**src/design/ctss_pkg.sv**
```systemverilog
package ctss_pkg;

  // Source select encodings
  localparam logic [2:0] CTSS_SRC_EXT = 3'h0;
  localparam logic [2:0] CTSS_SRC_SW = 3'h1;
  localparam logic [2:0] CTSS_SRC_PLL = 3'h2;
  localparam logic [2:0] CTSS_SRC_ENC = 3'h3;
  localparam logic [2:0] CTSS_SRC_ONCE = 3'h4;
  localparam int CTSS_NSRC = 5;

  // Source availability masks, bit per source encoding
  localparam logic [4:0] CTSS_AVAIL_BURST = 5'h1B;
  localparam logic [4:0] CTSS_AVAIL_FRAME = 5'h0F;
  localparam logic [4:0] CTSS_AVAIL_EXPEND = 5'h01;

  // Module indices
  localparam int CTSS_MOD_BURST = 0;
  localparam int CTSS_MOD_FRAME = 1;
  localparam int CTSS_MOD_EXPEND = 2;

  // Register offsets (word index on the plain port)
  localparam logic [3:0] CTSS_REG_CTRL0 = 4'h0;
  localparam logic [3:0] CTSS_REG_CTRL1 = 4'h1;
  localparam logic [3:0] CTSS_REG_CTRL2 = 4'h2;
  localparam logic [3:0] CTSS_REG_STEP0 = 4'h4;
  localparam logic [3:0] CTSS_REG_STEP1 = 4'h5;
  localparam logic [3:0] CTSS_REG_STEP2 = 4'h6;
  localparam logic [3:0] CTSS_REG_ERR0 = 4'h8;
  localparam logic [3:0] CTSS_REG_ERR1 = 4'h9;
  localparam logic [3:0] CTSS_REG_ERR2 = 4'hA;
  localparam logic [3:0] CTSS_REG_RATE = 4'hC;
  localparam logic [3:0] CTSS_REG_FIRE = 4'hD;

  // Control register fields
  localparam int CTSS_F_EN = 0;
  localparam int CTSS_F_EDGE = 1;
  localparam int CTSS_F_INV = 2;
  localparam int CTSS_F_SRC_LO = 4;
  localparam int CTSS_F_INP_LO = 8;
  localparam int CTSS_F_AVAIL_LO = 16;
  localparam int CTSS_F_ONCE_DONE = 24;
  localparam int CTSS_F_READY = 25;

  // Reset values
  localparam logic [31:0] CTSS_RATE_RST = 32'h000F4240;

endpackage : ctss_pkg

```
**src/design/ctss_chan.sv**
```systemverilog
`timescale 1ns/10ps
`default_nettype none
module ctss_chan
  import ctss_pkg::*;
#(
  parameter int NIN = 4,
  parameter int PW = 32,
  parameter logic [4:0] AVAIL = CTSS_AVAIL_FRAME
) (
  input wire logic clk,
  input wire logic rst_n,
  input wire logic ce,
  input wire logic enable,
  input wire logic edge_mode,
  input wire logic invert,
  input wire logic [2:0] src_sel,
  input wire logic [NIN-1:0] ext_sync,
  input wire logic [$clog2(NIN)-1:0] inp_sel,
  input wire logic sw_pulse,
  input wire logic pll_tick,
  input wire logic [PW-1:0] enc_pos,
  input wire logic [PW-1:0] step,
  input wire logic ready,
  input wire logic clr_once,
  output logic fire,
  output logic reject,
  output logic once_done
);

  // Selected external input with polarity applied; history kept on the raw pin
  // so that a change of polarity makes no false edge
  wire ext_raw = ext_sync[inp_sel];
  logic ext_prev_q;
  wire ext_lvl = ext_raw ^ invert;
  wire prev_lvl = ext_prev_q ^ invert;
  wire ext_evt = edge_mode ? (ext_lvl & ~prev_lvl) : ext_lvl;
  logic [PW-1:0] last_pos_q;
  wire [PW-1:0] travel = enc_pos - last_pos_q;
  wire enc_evt = (step != '0) && (travel >= step);
  wire once_evt = !once_done && (enc_pos == step);
  wire src_ok = AVAIL[src_sel];

  // Source selection
  logic evt;
  always_comb begin
    case (src_sel)
      CTSS_SRC_EXT: evt = ext_evt;
      CTSS_SRC_SW: evt = sw_pulse;
      CTSS_SRC_PLL: evt = pll_tick;
      CTSS_SRC_ENC: evt = enc_evt;
      CTSS_SRC_ONCE: evt = once_evt;
      default: evt = 1'b0;
    endcase
  end
  wire act = enable && src_ok && evt;

  // Edge history, encoder reference and one-shot latch
  always_ff @(posedge clk or negedge rst_n) begin
    if (!rst_n) begin
      ext_prev_q <= 1'b0;
      last_pos_q <= '0;
      once_done <= 1'b0;
      fire <= 1'b0;
      reject <= 1'b0;
    end else if (ce) begin
      ext_prev_q <= ext_raw;
      fire <= act && ready;
      reject <= act && !ready;
      if (act && src_sel == CTSS_SRC_ENC) begin
        last_pos_q <= enc_pos;
      end else if (!enable || src_sel != CTSS_SRC_ENC) begin
        last_pos_q <= enc_pos;
      end
      if (act && src_sel == CTSS_SRC_ONCE) begin
        once_done <= 1'b1;
      end else if (clr_once) begin
        once_done <= 1'b0;
      end
    end
  end

endmodule : ctss_chan
`default_nettype wire

```
**src/design/ctss_top.sv**
```systemverilog
// What this block does
// - Three trigger modules exist: burst begin, exposure begin and exposure finish.
// - Each module has its own enable and, when enabled, takes events from its chosen source.
// - The external source fires on a rising edge or a high level, as configured.
// - An invert option turns that into a falling edge or a low level.
// - The software source fires on the host fire command, which the host must issue.
// - The frequency-multiplier source fires on every multiplier tick.
// - The periodic encoder source fires each time the position advances by the step interval.
// - The single-shot position source fires only the first time position equals the interval.
// - Each module reports to the host which sources it may select.
// - Burst: ext, sw, enc, once; exposure begin: ext, sw, pll, enc; finish: ext only.
// - Events while a module is not ready are ignored and counted in a readable counter, except internal frame starts, which are not counted.
// - With exposure begin disabled, frame starts are made internally at the free-run rate.
`timescale 1ns/10ps
`default_nettype none
module ctss_top
  import ctss_pkg::*;
#(
  parameter int NIN = 4,
  parameter int PW = 32,
  parameter int CW = 16
) (
  input wire logic clk,
  input wire logic rst_n,
  input wire logic ce,
  input wire logic [3:0] addr,
  input wire logic [31:0] wdata,
  input wire logic wr,
  input wire logic rd,
  output logic [31:0] rdata,
  input wire logic [NIN-1:0] ext_in,
  input wire logic pll_tick,
  input wire logic [PW-1:0] enc_pos,
  input wire logic [2:0] ready,
  output logic [2:0] trig
);

  // Parameter range check
  if (NIN < 2 || NIN > 16 || PW < 2 || PW > 32 || CW < 1 || CW > 32) begin : g_bad_param
    $error("ctss_top: unsupported parameter value");
  end

  localparam int IW = $clog2(NIN);
  localparam logic [4:0] AVAIL [3] = '{CTSS_AVAIL_BURST, CTSS_AVAIL_FRAME, CTSS_AVAIL_EXPEND};

  ////////////////////////////////////////////////////////////////////////////////
  // Reset release and input synchronisers
  logic [1:0] rst_sync_q;
  wire rst_core_n = rst_sync_q[1];
  always_ff @(posedge clk or negedge rst_n) begin
    if (!rst_n) begin
      rst_sync_q <= 2'h0;
    end else begin
      rst_sync_q <= {rst_sync_q[0], 1'b1};
    end
  end

  logic [NIN-1:0] ext_m_q;
  logic [NIN-1:0] ext_s_q;
  // Two-stage synchroniser for external inputs
  always_ff @(posedge clk or negedge rst_core_n) begin
    if (!rst_core_n) begin
      ext_m_q <= '0;
      ext_s_q <= '0;
    end else if (ce) begin
      ext_m_q <= ext_in;
      ext_s_q <= ext_m_q;
    end
  end

  ////////////////////////////////////////////////////////////////////////////////
  // Register decode
  wire wr_ctrl0 = wr && addr == CTSS_REG_CTRL0;
  wire wr_ctrl1 = wr && addr == CTSS_REG_CTRL1;
  wire wr_ctrl2 = wr && addr == CTSS_REG_CTRL2;
  wire wr_step0 = wr && addr == CTSS_REG_STEP0;
  wire wr_step1 = wr && addr == CTSS_REG_STEP1;
  wire wr_step2 = wr && addr == CTSS_REG_STEP2;
  wire wr_rate = wr && addr == CTSS_REG_RATE;
  wire wr_fire = wr && addr == CTSS_REG_FIRE;
  wire [2:0] wr_ctrl = {wr_ctrl2, wr_ctrl1, wr_ctrl0};
  wire [2:0] wr_step = {wr_step2, wr_step1, wr_step0};

  logic [31:0] rate_q;
  logic [31:0] rate_cnt_q;
  logic [2:0] sw_q;
  wire [2:0] trig_d;
  wire [31:0] ctrl_rd [3];
  wire [31:0] step_rd [3];
  wire [31:0] err_rd [3];
  // External input select per module
  logic [IW-1:0] inp_q [3];

  ////////////////////////////////////////////////////////////////////////////////
  // Per-module trigger channels
  for (genvar m = 0; m < 3; m++) begin : g_mod
    logic [7:0] ctrl_q;
    logic [PW-1:0] step_q;
    logic [CW-1:0] err_q;
    logic fire;
    logic reject;
    logic once_done;

    // Control, step interval and rejected event counter
    always_ff @(posedge clk or negedge rst_core_n) begin
      if (!rst_core_n) begin
        ctrl_q <= 8'h00;
        step_q <= '0;
        err_q <= '0;
      end else if (ce) begin
        if (wr_ctrl[m]) begin
          ctrl_q <= wdata[7:0];
        end
        if (wr_step[m]) begin
          step_q <= wdata[PW-1:0];
        end
        if (reject && err_q != '1) begin
          err_q <= err_q + 1'b1;
        end
      end
    end

    ctss_chan #(
      .NIN(NIN),
      .PW(PW),
      .AVAIL(AVAIL[m])
    ) u_chan (
      .clk(clk),
      .rst_n(rst_core_n),
      .ce(ce),
      .enable(ctrl_q[CTSS_F_EN]),
      .edge_mode(ctrl_q[CTSS_F_EDGE]),
      .invert(ctrl_q[CTSS_F_INV]),
      .src_sel(ctrl_q[CTSS_F_SRC_LO+:3]),
      .ext_sync(ext_s_q),
      .inp_sel(inp_q[m]),
      .sw_pulse(sw_q[m]),
      .pll_tick(pll_tick),
      .enc_pos(enc_pos),
      .step(step_q),
      .ready(ready[m]),
      .clr_once(wr_step[m]),
      .fire(fire),
      .reject(reject),
      .once_done(once_done)
    );

    // Readback: control, availability, one-shot state, ready
    assign ctrl_rd[m] = {6'h00, ready[m], once_done, 3'h0, AVAIL[m], 8'(inp_q[m]), ctrl_q};
    assign step_rd[m] = 32'(step_q);
    assign err_rd[m] = 32'(err_q);
    assign trig_d[m] = fire;
  end

  ////////////////////////////////////////////////////////////////////////////////
  // External input select per module
  always_ff @(posedge clk or negedge rst_core_n) begin
    if (!rst_core_n) begin
      inp_q <= '{default: '0};
    end else if (ce) begin
      for (int i = 0; i < 3; i++) begin
        if (wr_ctrl[i]) begin
          inp_q[i] <= wdata[CTSS_F_INP_LO+:IW];
        end
      end
    end
  end

  ////////////////////////////////////////////////////////////////////////////////
  // Fire command pulses and free-run frame timer
  wire free_run = !g_mod[CTSS_MOD_FRAME].ctrl_q[CTSS_F_EN];
  wire rate_hit = free_run && (rate_cnt_q >= rate_q - 32'h1);
  always_ff @(posedge clk or negedge rst_core_n) begin
    if (!rst_core_n) begin
      sw_q <= 3'h0;
      rate_q <= CTSS_RATE_RST;
      rate_cnt_q <= 32'h0;
    end else if (ce) begin
      sw_q <= wr_fire ? wdata[2:0] : 3'h0;
      if (wr_rate) begin
        rate_q <= (wdata == 32'h0) ? 32'h1 : wdata;
      end
      if (!free_run || rate_hit) begin
        rate_cnt_q <= 32'h0;
      end else begin
        rate_cnt_q <= rate_cnt_q + 32'h1;
      end
    end
  end

  ////////////////////////////////////////////////////////////////////////////////
  // Read mux and trigger outputs
  logic [31:0] rd_mux;
  always_comb begin
    case (addr)
      CTSS_REG_CTRL0: rd_mux = ctrl_rd[0];
      CTSS_REG_CTRL1: rd_mux = ctrl_rd[1];
      CTSS_REG_CTRL2: rd_mux = ctrl_rd[2];
      CTSS_REG_STEP0: rd_mux = step_rd[0];
      CTSS_REG_STEP1: rd_mux = step_rd[1];
      CTSS_REG_STEP2: rd_mux = step_rd[2];
      CTSS_REG_ERR0: rd_mux = err_rd[0];
      CTSS_REG_ERR1: rd_mux = err_rd[1];
      CTSS_REG_ERR2: rd_mux = err_rd[2];
      CTSS_REG_RATE: rd_mux = rate_q;
      default: rd_mux = 32'h0;
    endcase
  end

  always_ff @(posedge clk or negedge rst_core_n) begin
    if (!rst_core_n) begin
      rdata <= 32'h0;
      trig <= 3'h0;
    end else if (ce) begin
      rdata <= rd ? rd_mux : 32'h0;
      trig <= {trig_d[2], trig_d[1] | (rate_hit & ready[1]), trig_d[0]};
    end
  end

endmodule : ctss_top
`default_nettype wire

```
**config.mk**
```make
export PLATFORM = sky130hd
export DESIGN_NAME = ctss_top
export DESIGN_NICKNAME = d
export VERILOG_FILES = /design/src/design/ctss_pkg.sv /design/src/design/ctss_chan.sv /design/src/design/ctss_top.sv
export SDC_FILE = /design/constraint.sdc
export NUM_CORES = 1
export LEC_CHECK = 0
export ABC_AREA = 1
export BUFFER_PORTS_ARGS = -buffer_cell sky130_fd_sc_hd__buf_2
export CAP_MARGIN = 20
export CORE_MARGIN = 8
export CORE_UTILIZATION = 40
export CTS_BUF_LIST = sky130_fd_sc_hd__clkbuf_4 sky130_fd_sc_hd__clkbuf_8 sky130_fd_sc_hd__clkbuf_16
export DETAILED_ROUTE_END_ITERATION = 16
export HOLD_SLACK_MARGIN = 0.02
export MAX_ROUTING_LAYER = met4
export SETUP_SLACK_MARGIN = 0.3
export SLEW_MARGIN = 20
export SYNTH_ARGS = -nofsm -noshare
export SYNTH_HDL_FRONTEND = slang
export SYNTH_SLANG_ARGS = --single-unit
```
**constraint.sdc**
```tcl
create_clock -name clk -period 12.3 [get_ports clk]
set_input_delay 1.23 -clock clk [delete_from_list [all_inputs] [get_ports clk]]
set_output_delay 1.23 -clock clk [all_outputs]
set_load 0.1 [all_outputs]
```
==> results.ini, run 1 <==
[floorplan]
die-area_mm2=0.0787
initial_utilization=0.402
die_h_um=281
die_w_um=281
fp.coreArea_mm2=0.0697
rows=97
ios=116

[clock_network]
cts_buffer_depth=3
clk_pin_slew_ns=0.06
insertion_delay_ns=0.65
post_cts_buffers=0
cts_buffers=50
clock_sinks=394
hold_buffers=0
cts_resized=0
cts-root-buf=clkbuf_16
cts_htree_levels=2
tritoncts=done

[detailed_routing]
avgViaCountPerCell=5.40
drc=0
wl_per_cell_um=20.7
via_count=26483
dr.pass1.iters=6
drtIter0Drc=2829
ant_nets=0
wl_mm=102

[cells_and_area]
area_growth_pct=12.4
drive_gt1_frac=0.0730
fillCellCount=7246
nets=4225

[timing]
final_max_slew_viol_count=0
rsz0062_at_grt=false
whs_ns=0.347
clock_skew_ns=0.0627
layout_worst_path_cycle_share=0.468
setup_tns_ns=0
worst_slew_pin_slew_ns=1.02
period_minus_slack_ns=5.75
setup_viol=0
slew_headroom=0.319
hold_viol_final=0
fmax_ghz=0.174

[yosys]
avgSynthCellArea_um2=7.32
synth_edf_count=0
yosys-top-cells-count=1028 x nand2_1, 502 x inv_1, 387 x dfrtp_1
synth_area_leaders=dfrtp_1 35%, nand2_1 14%, ha_1 10%, inv_1 6.7%, o21ai_0 4.8%
synth_cell_type_count=52
yosysMostFrequentCell=nand2_1
syn-num-nets=4138
ys_seq_elements=394
ys_seq_area_frac=0.352
synth_top_cell_by_area=dfrtp_1
syn_inst=3828
async_flop_share=1.00
synth.top_cell.area_share=0.346
ys.flop_type=dfrtp_1
yosysWarnings=0
syn_area_mm2=0.0280

[grt]
grt_overflow=0
grt_usage=0.260
antenna_found_initial=8
grt_pass1_wl_mm=154
first_global_vias=24399
grt_max_degree=155

[power]
clkPwrFrac=0.343
powerDensity_mw_per_mm2=156
seqPwrFrac=0.342
power_switching_share=0.385
power.internal_w=0.00301
finalPower_w=0.00490
vdd_drop_max_mv=0.108
p_sw_w=0.00189
p_leak_nw=15.7
combPwrFrac=0.315

[worst_setup_path]
worst-path-max-fanout=33
cp.arrival_ns=6.23
r2r_start=g_mod[0].u_chan.last_pos_q[2]$_DFFE_PN0P_
start_kind=primary input
crit_path_end_kind=flip-flop
r2r.worst_path.cells=25
r2r_slack_ns=7.04
timing.rr.end=g_mod[0].u_chan.last_pos_q[8]$_DFFE_PN0P_
crit_type=primary input to flip-flop
cp.required_ns=12.78

[job]
drv_cap=0

[placed_design]
hpwl_mm=79.5
gp_congestion=1.05
io_buffers=115

[min_path]
hold_path_class=flip-flop to flip-flop
hp-start=rst_sync_q[0]$_DFF_PN0_
whs_endpoint=rst_sync_q[1]$_DFF_PN0_
whs_path_depth=0

[status]
status=completed

[metrics by stage]
stage	instances	utilization	cell area, um^2	worst slack [ns]
final	4904	0.452	31500	6.55
after floorplan	3828	-	28000	0.518
after CTS	4897	0.451	31400	6.19
after global routing	4904	0.452	31500	5.93
after global placement	4803	0.424	29500	5.72
after detailed placement	4803	0.424	29500	5.57
[power groups by stage]
| stage | clock network (W) | logic [W] | registers (W) |
|---|---|---|---|
| 3_5_place_dp | 0 | 0.00151 | 0.00169 |
| 2_1_floorplan | 0 | 0.00102 | 0.00167 |
| 6_report | 0.00168 | 0.00154 | 0.00167 |
| 4_1_cts | 0.00171 | 0.00153 | 0.00167 |
| 5_1_grt | 0.00175 | 0.00173 | 0.00169 |
| 3_3_place_gp | 0 | 0.00150 | 0.00169 |
[final cells by class]
class                   count  area, um^2  share of cell area
flip-flops and latches    394        9870               0.314
multi-input cells        2812       15800               0.502
clock buffers              69        1460              0.0465
inverters                 521        1960              0.0621
clock inverters            25         435              0.0138
well taps                 940        1180              0.0374
repair buffers            136         748              0.0238
diodes                      7        17.5            0.000557
[state kept, by name (all words and copies together) (netlist names), 4 cells and up]
name                     count
ext_m_q                      4
ext_s_q                      4
g_mod.step_q                96
ctrl_rd                      6
rate_q                      32
g_mod.u_chan.last_pos_q     96
rate_cnt_q                  32
g_mod.ctrl_q                24
rdata                       32
g_mod.err_q                 48
[cells in the final DEF, fill, tap and decap left out, types with 15 or more instances in the layout]
master,netlist,layout
nand2_1,1028,1023
inv_1,502,502
dfrtp_1,387,386
o21ai_0,270,270
nor2_1,242,241
ha_1,226,226
a21oi_1,175,175
nand3_1,173,173
xor2_1,152,152
buf_2,26,114
nand4_1,80,80
nor3_1,66,66
o21ai_1,64,63
o22ai_1,62,62
xnor2_1,59,59
clkbuf_16,0,50
nor4_1,38,38
a221oi_1,35,35
buf_4,1,21
a21o_1,19,19
o21bai_1,15,15
[worst max-delay path, stage by stage]
cell,delay [ns]
buf_2,0.13
inv_2,0.15
ha_1,0.17
inv_1,0.06
fa_1,0.40
nand3_1,0.09
nand2_1,0.10
nand3_1,0.08
nand2_1,0.09
nand2_1,0.09
nand3_1,0.14
a21boi_0,0.34
o21ai_0,0.15
xor2_1,0.17
ha_1,0.28
nand2_1,0.06
nor2_1,0.15
nand4_1,0.09
nor2_1,0.21
nand4_1,0.13
nand3_1,0.12
nand2_1,0.05
nand2_1,0.06
nand2_1,0.18
nand2_2,0.61
nand2_2,0.59
nand2_1,0.20
nand2_1,0.07
[worst max path at each step]
stage	startpoint	end
2_1_floorplan	rst_sync_q[1]$_DFF_PN0_	ctrl_rd[40]$_DFFE_PN0P_
3_3_place_gp	enc_pos[0]	g_mod[0].u_chan.last_pos_q[28]$_DFFE_PN0P_
3_5_place_dp	enc_pos[0]	g_mod[0].u_chan.last_pos_q[28]$_DFFE_PN0P_
4_1_cts	enc_pos[0]	g_mod[0].u_chan.last_pos_q[8]$_DFFE_PN0P_
5_1_grt	enc_pos[0]	g_mod[0].u_chan.last_pos_q[7]$_DFFE_PN0P_
6_report	enc_pos[0]	g_mod[0].u_chan.last_pos_q[8]$_DFFE_PN0P_
[per-layer routing]
| metal | up-vias | share of wire | global-route usage |
|---|---|---|---|
| li1 | 12823 | - | - |
| met1 | 12500 | 0.46 | 0.365 |
| met2 | 1017 | 0.43 | 0.377 |
| met3 | 143 | 0.086 | 0.0497 |
| met4 | 0 | 0.029 | 0.0755 |
| met5 | - | 0 | - |
[cells by family after synthesis]
group / after synthesis / share of synthesized area
XOR/XNOR: 211 / 0.0660
flip-flops: 394 / 0.352
adder cells (fa/ha/maj): 229 / 0.103
other: 1 / 0.000134
AO/OA/AOI/OAI: 708 / 0.144
AND/OR/NAND/NOR: 1663 / 0.250
buffers and inverters: 622 / 0.0847
No activity file was read; power rests on OpenSTA's default activity.
==> run 2: changes to the inputs <==
clock period = 5.2 ns   (was 12.3 ns; I/O delays follow)
==> run 2 against run 1 <==
Against the previous run:
- register-to-register slack got worse by 6.2 ns
- wire length up 2.4%
- sequential power up 140%
- critical endpoint is now g_mod[1].u_chan.last_pos_q[28]$_DFFE_PN0P_
- global-route usage rose by 0.74 points
- highest routed layer unchanged
- critical path depth decreased by 4
- combinational power increased by 140%
- largest power group is now sequential cells
==> results.ini, run 2 (synthesized netlist as in run 1, its figures left out) <==
[detailed_routing]
ant_nets=0
drtIter0Drc=2589
drc=0
wl_mm=104
avgViaCountPerCell=5.43
via_count=26682
dr.pass1.iters=6
wl_per_cell_um=21.1

[job]
drv_cap=0

[timing]
slew_headroom=0.258
final_max_slew_viol_count=0
hold_viol_final=0
worst_slew_pin_slew_ns=1.09
rsz0062_at_grt=false
period_minus_slack_ns=4.37
fmax_ghz=0.229
setup_viol=0
clock_skew_ns=0.0335
layout_worst_path_cycle_share=0.839
setup_tns_ns=0

[power]
p_leak_nw=15.7
vdd_drop_max_mv=0.257
finalPower_w=0.0114
powerDensity_mw_per_mm2=363

[clock_network]
post_cts_buffers=0
tritoncts=done
hold_buffers=1
clk_pin_slew_ns=0.06
cts_resized=0
cts_buffer_depth=3
insertion_delay_ns=0.65
cts_htree_levels=2
clock_sinks=394
cts-root-buf=clkbuf_16
cts_buffers=49

[grt]
busiest_layer=met2
grt_max_degree=142
grt_usage=0.267
met2_usage=0.383
first_global_vias=24939
gr-usage-met1=0.370
grt_util_met3=0.0583
grt_overflow=0
antenna_found_initial=8
grt_pass1_wl_mm=157

[cells_and_area]
area_growth_pct=12.4
final_cell_mix=1025 x nand2_1, 502 x inv_1, 386 x dfrtp_1
fillCellCount=7217
nets=4239
drive_gt1_frac=0.0751
final_common_cell=nand2_1
reg_top3=g_mod.step_q: 96 flops, g_mod.u_chan.last_pos_q: 96 flops, g_mod.err_q: 48 flops

[floorplan]
fp.coreArea_mm2=0.0697
die-area_mm2=0.0787
die_h_um=281
rows=97
initial_utilization=0.402
ios=116
die_w_um=281

[placed_design]
hpwl_mm=81.9
gp_congestion=0.988
io_buffers=115

[status]
status=completed

[worst_setup_path]
start_kind=flip-flop
cp.arrival_ns=4.92
crit_path_end_kind=flip-flop
worst-path-max-fanout=32
crit_type=flip-flop to flip-flop
cp.required_ns=5.75

[min_path]
hold_path_class=primary input to flip-flop

==> run 2: cell types whose count changed in the layout (fill, tap and decap cells not counted), moves of 2 or more <==
| cell | previous run | this run |
|---|---|---|
| clkbuf_4 | 8 | 6 |
| clkinv_2 | 6 | 15 |
| clkbuf_8 | 11 | 4 |
| buf_4 | 21 | 34 |
| nand2_2 | 13 | 10 |
| nand2_1 | 1023 | 1025 |
==> run 2: area by class of cell <==
class / count / area [um^2] / share of cell area
clock inverter: 32 / 442 / 0.0140
timing repair buffer: 151 / 876 / 0.0278
tap: 940 / 1180 / 0.0374
multi-input combinational: 2812 / 15800 / 0.502
antenna: 7 / 17.5 / 0.000557
inverter: 521 / 1960 / 0.0622
sequential: 394 / 9870 / 0.314
clock buffer: 59 / 1330 / 0.0422
==> run 2: path summary, 6_finish.rpt <==
path | start | end | slack [ns] | cells past startpoint
setup reg to reg | g_mod[1].u_chan.last_pos_q[2]$_DFFE_PN0P_ | g_mod[1].u_chan.last_pos_q[28]$_DFFE_PN0P_ | 0.83 | 24
setup / recovery | g_mod[1].u_chan.last_pos_q[2]$_DFFE_PN0P_ | g_mod[1].u_chan.last_pos_q[28]$_DFFE_PN0P_ | 0.83 | 24
max in group asynchronous | rst_sync_q[1]$_DFF_PN0_ | g_mod[0].u_chan.last_pos_q[20]$_DFFE_PN0P_ | 3.41 | 1
hold / removal | ext_in[1] | ext_m_q[1]$_DFFE_PN0P_ | 0.12 | 3
min in group asynchronous | rst_n | rst_sync_q[1]$_DFF_PN0_ | 0.19 | 2
hold reg to reg | rst_sync_q[0]$_DFF_PN0_ | rst_sync_q[1]$_DFF_PN0_ | 0.35 | 0
==> run 2: routing by layer <==
layer | vias up | wire length (um)
met1 | 12545 | 47000
met5 | - | 0
met4 | 0 | 3870
met3 | 170 | 9680
li1 | 12875 | -
met2 | 1092 | 43400
==> run 2: critical path, cell delays in order (launching register included) <==
cell and delay [ns]:
dfrtp_1 0.34, inv_1 0.05, ha_1 0.32, a21oi_1 0.16, nand2_1 0.09, a21oi_1 0.45, o21bai_1 0.25, a21boi_1 0.28
o21ai_1 0.20, nand3_1 0.16, nand2_1 0.06, nand2_1 0.07, nand2_1 0.06, ha_1 0.29, nand2_1 0.07, nor2_1 0.14
nand2_1 0.10, nor2_1 0.22, nand4_1 0.12, nand3_1 0.10, nand2_1 0.08, nand3_2 0.09, buf_4 0.35, nand3_1 0.12
nand2_1 0.11
==> run 2: through the flow <==
step / util / instances / hold slack, ns / instance area [um^2] / setup slack (ns)
CTS: 0.451 / 4909 / 0.0855 / 31400 / 0.854
floorplan: - / 3828 / 0.224 / 28000 / 1.33
global placement: 0.426 / 4817 / 0.310 / 29700 / 0.512
global route: 0.452 / 4916 / 0.0975 / 31500 / 0.394
detailed placement: 0.426 / 4817 / 0.313 / 29700 / 0.414
finish: 0.452 / 4916 / 0.117 / 31500 / 0.835
==> run 2: report_power, final <==
part	leakage, nW	switching (W)	total [W]	internal (W)
sequential	4.96	0.000471	0.00395	0.00348
clock	0.869	0.00155	0.00379	0.00224
combinational	9.91	0.00248	0.00370	0.00122
total	15.7	0.00450	0.0114	0.00693
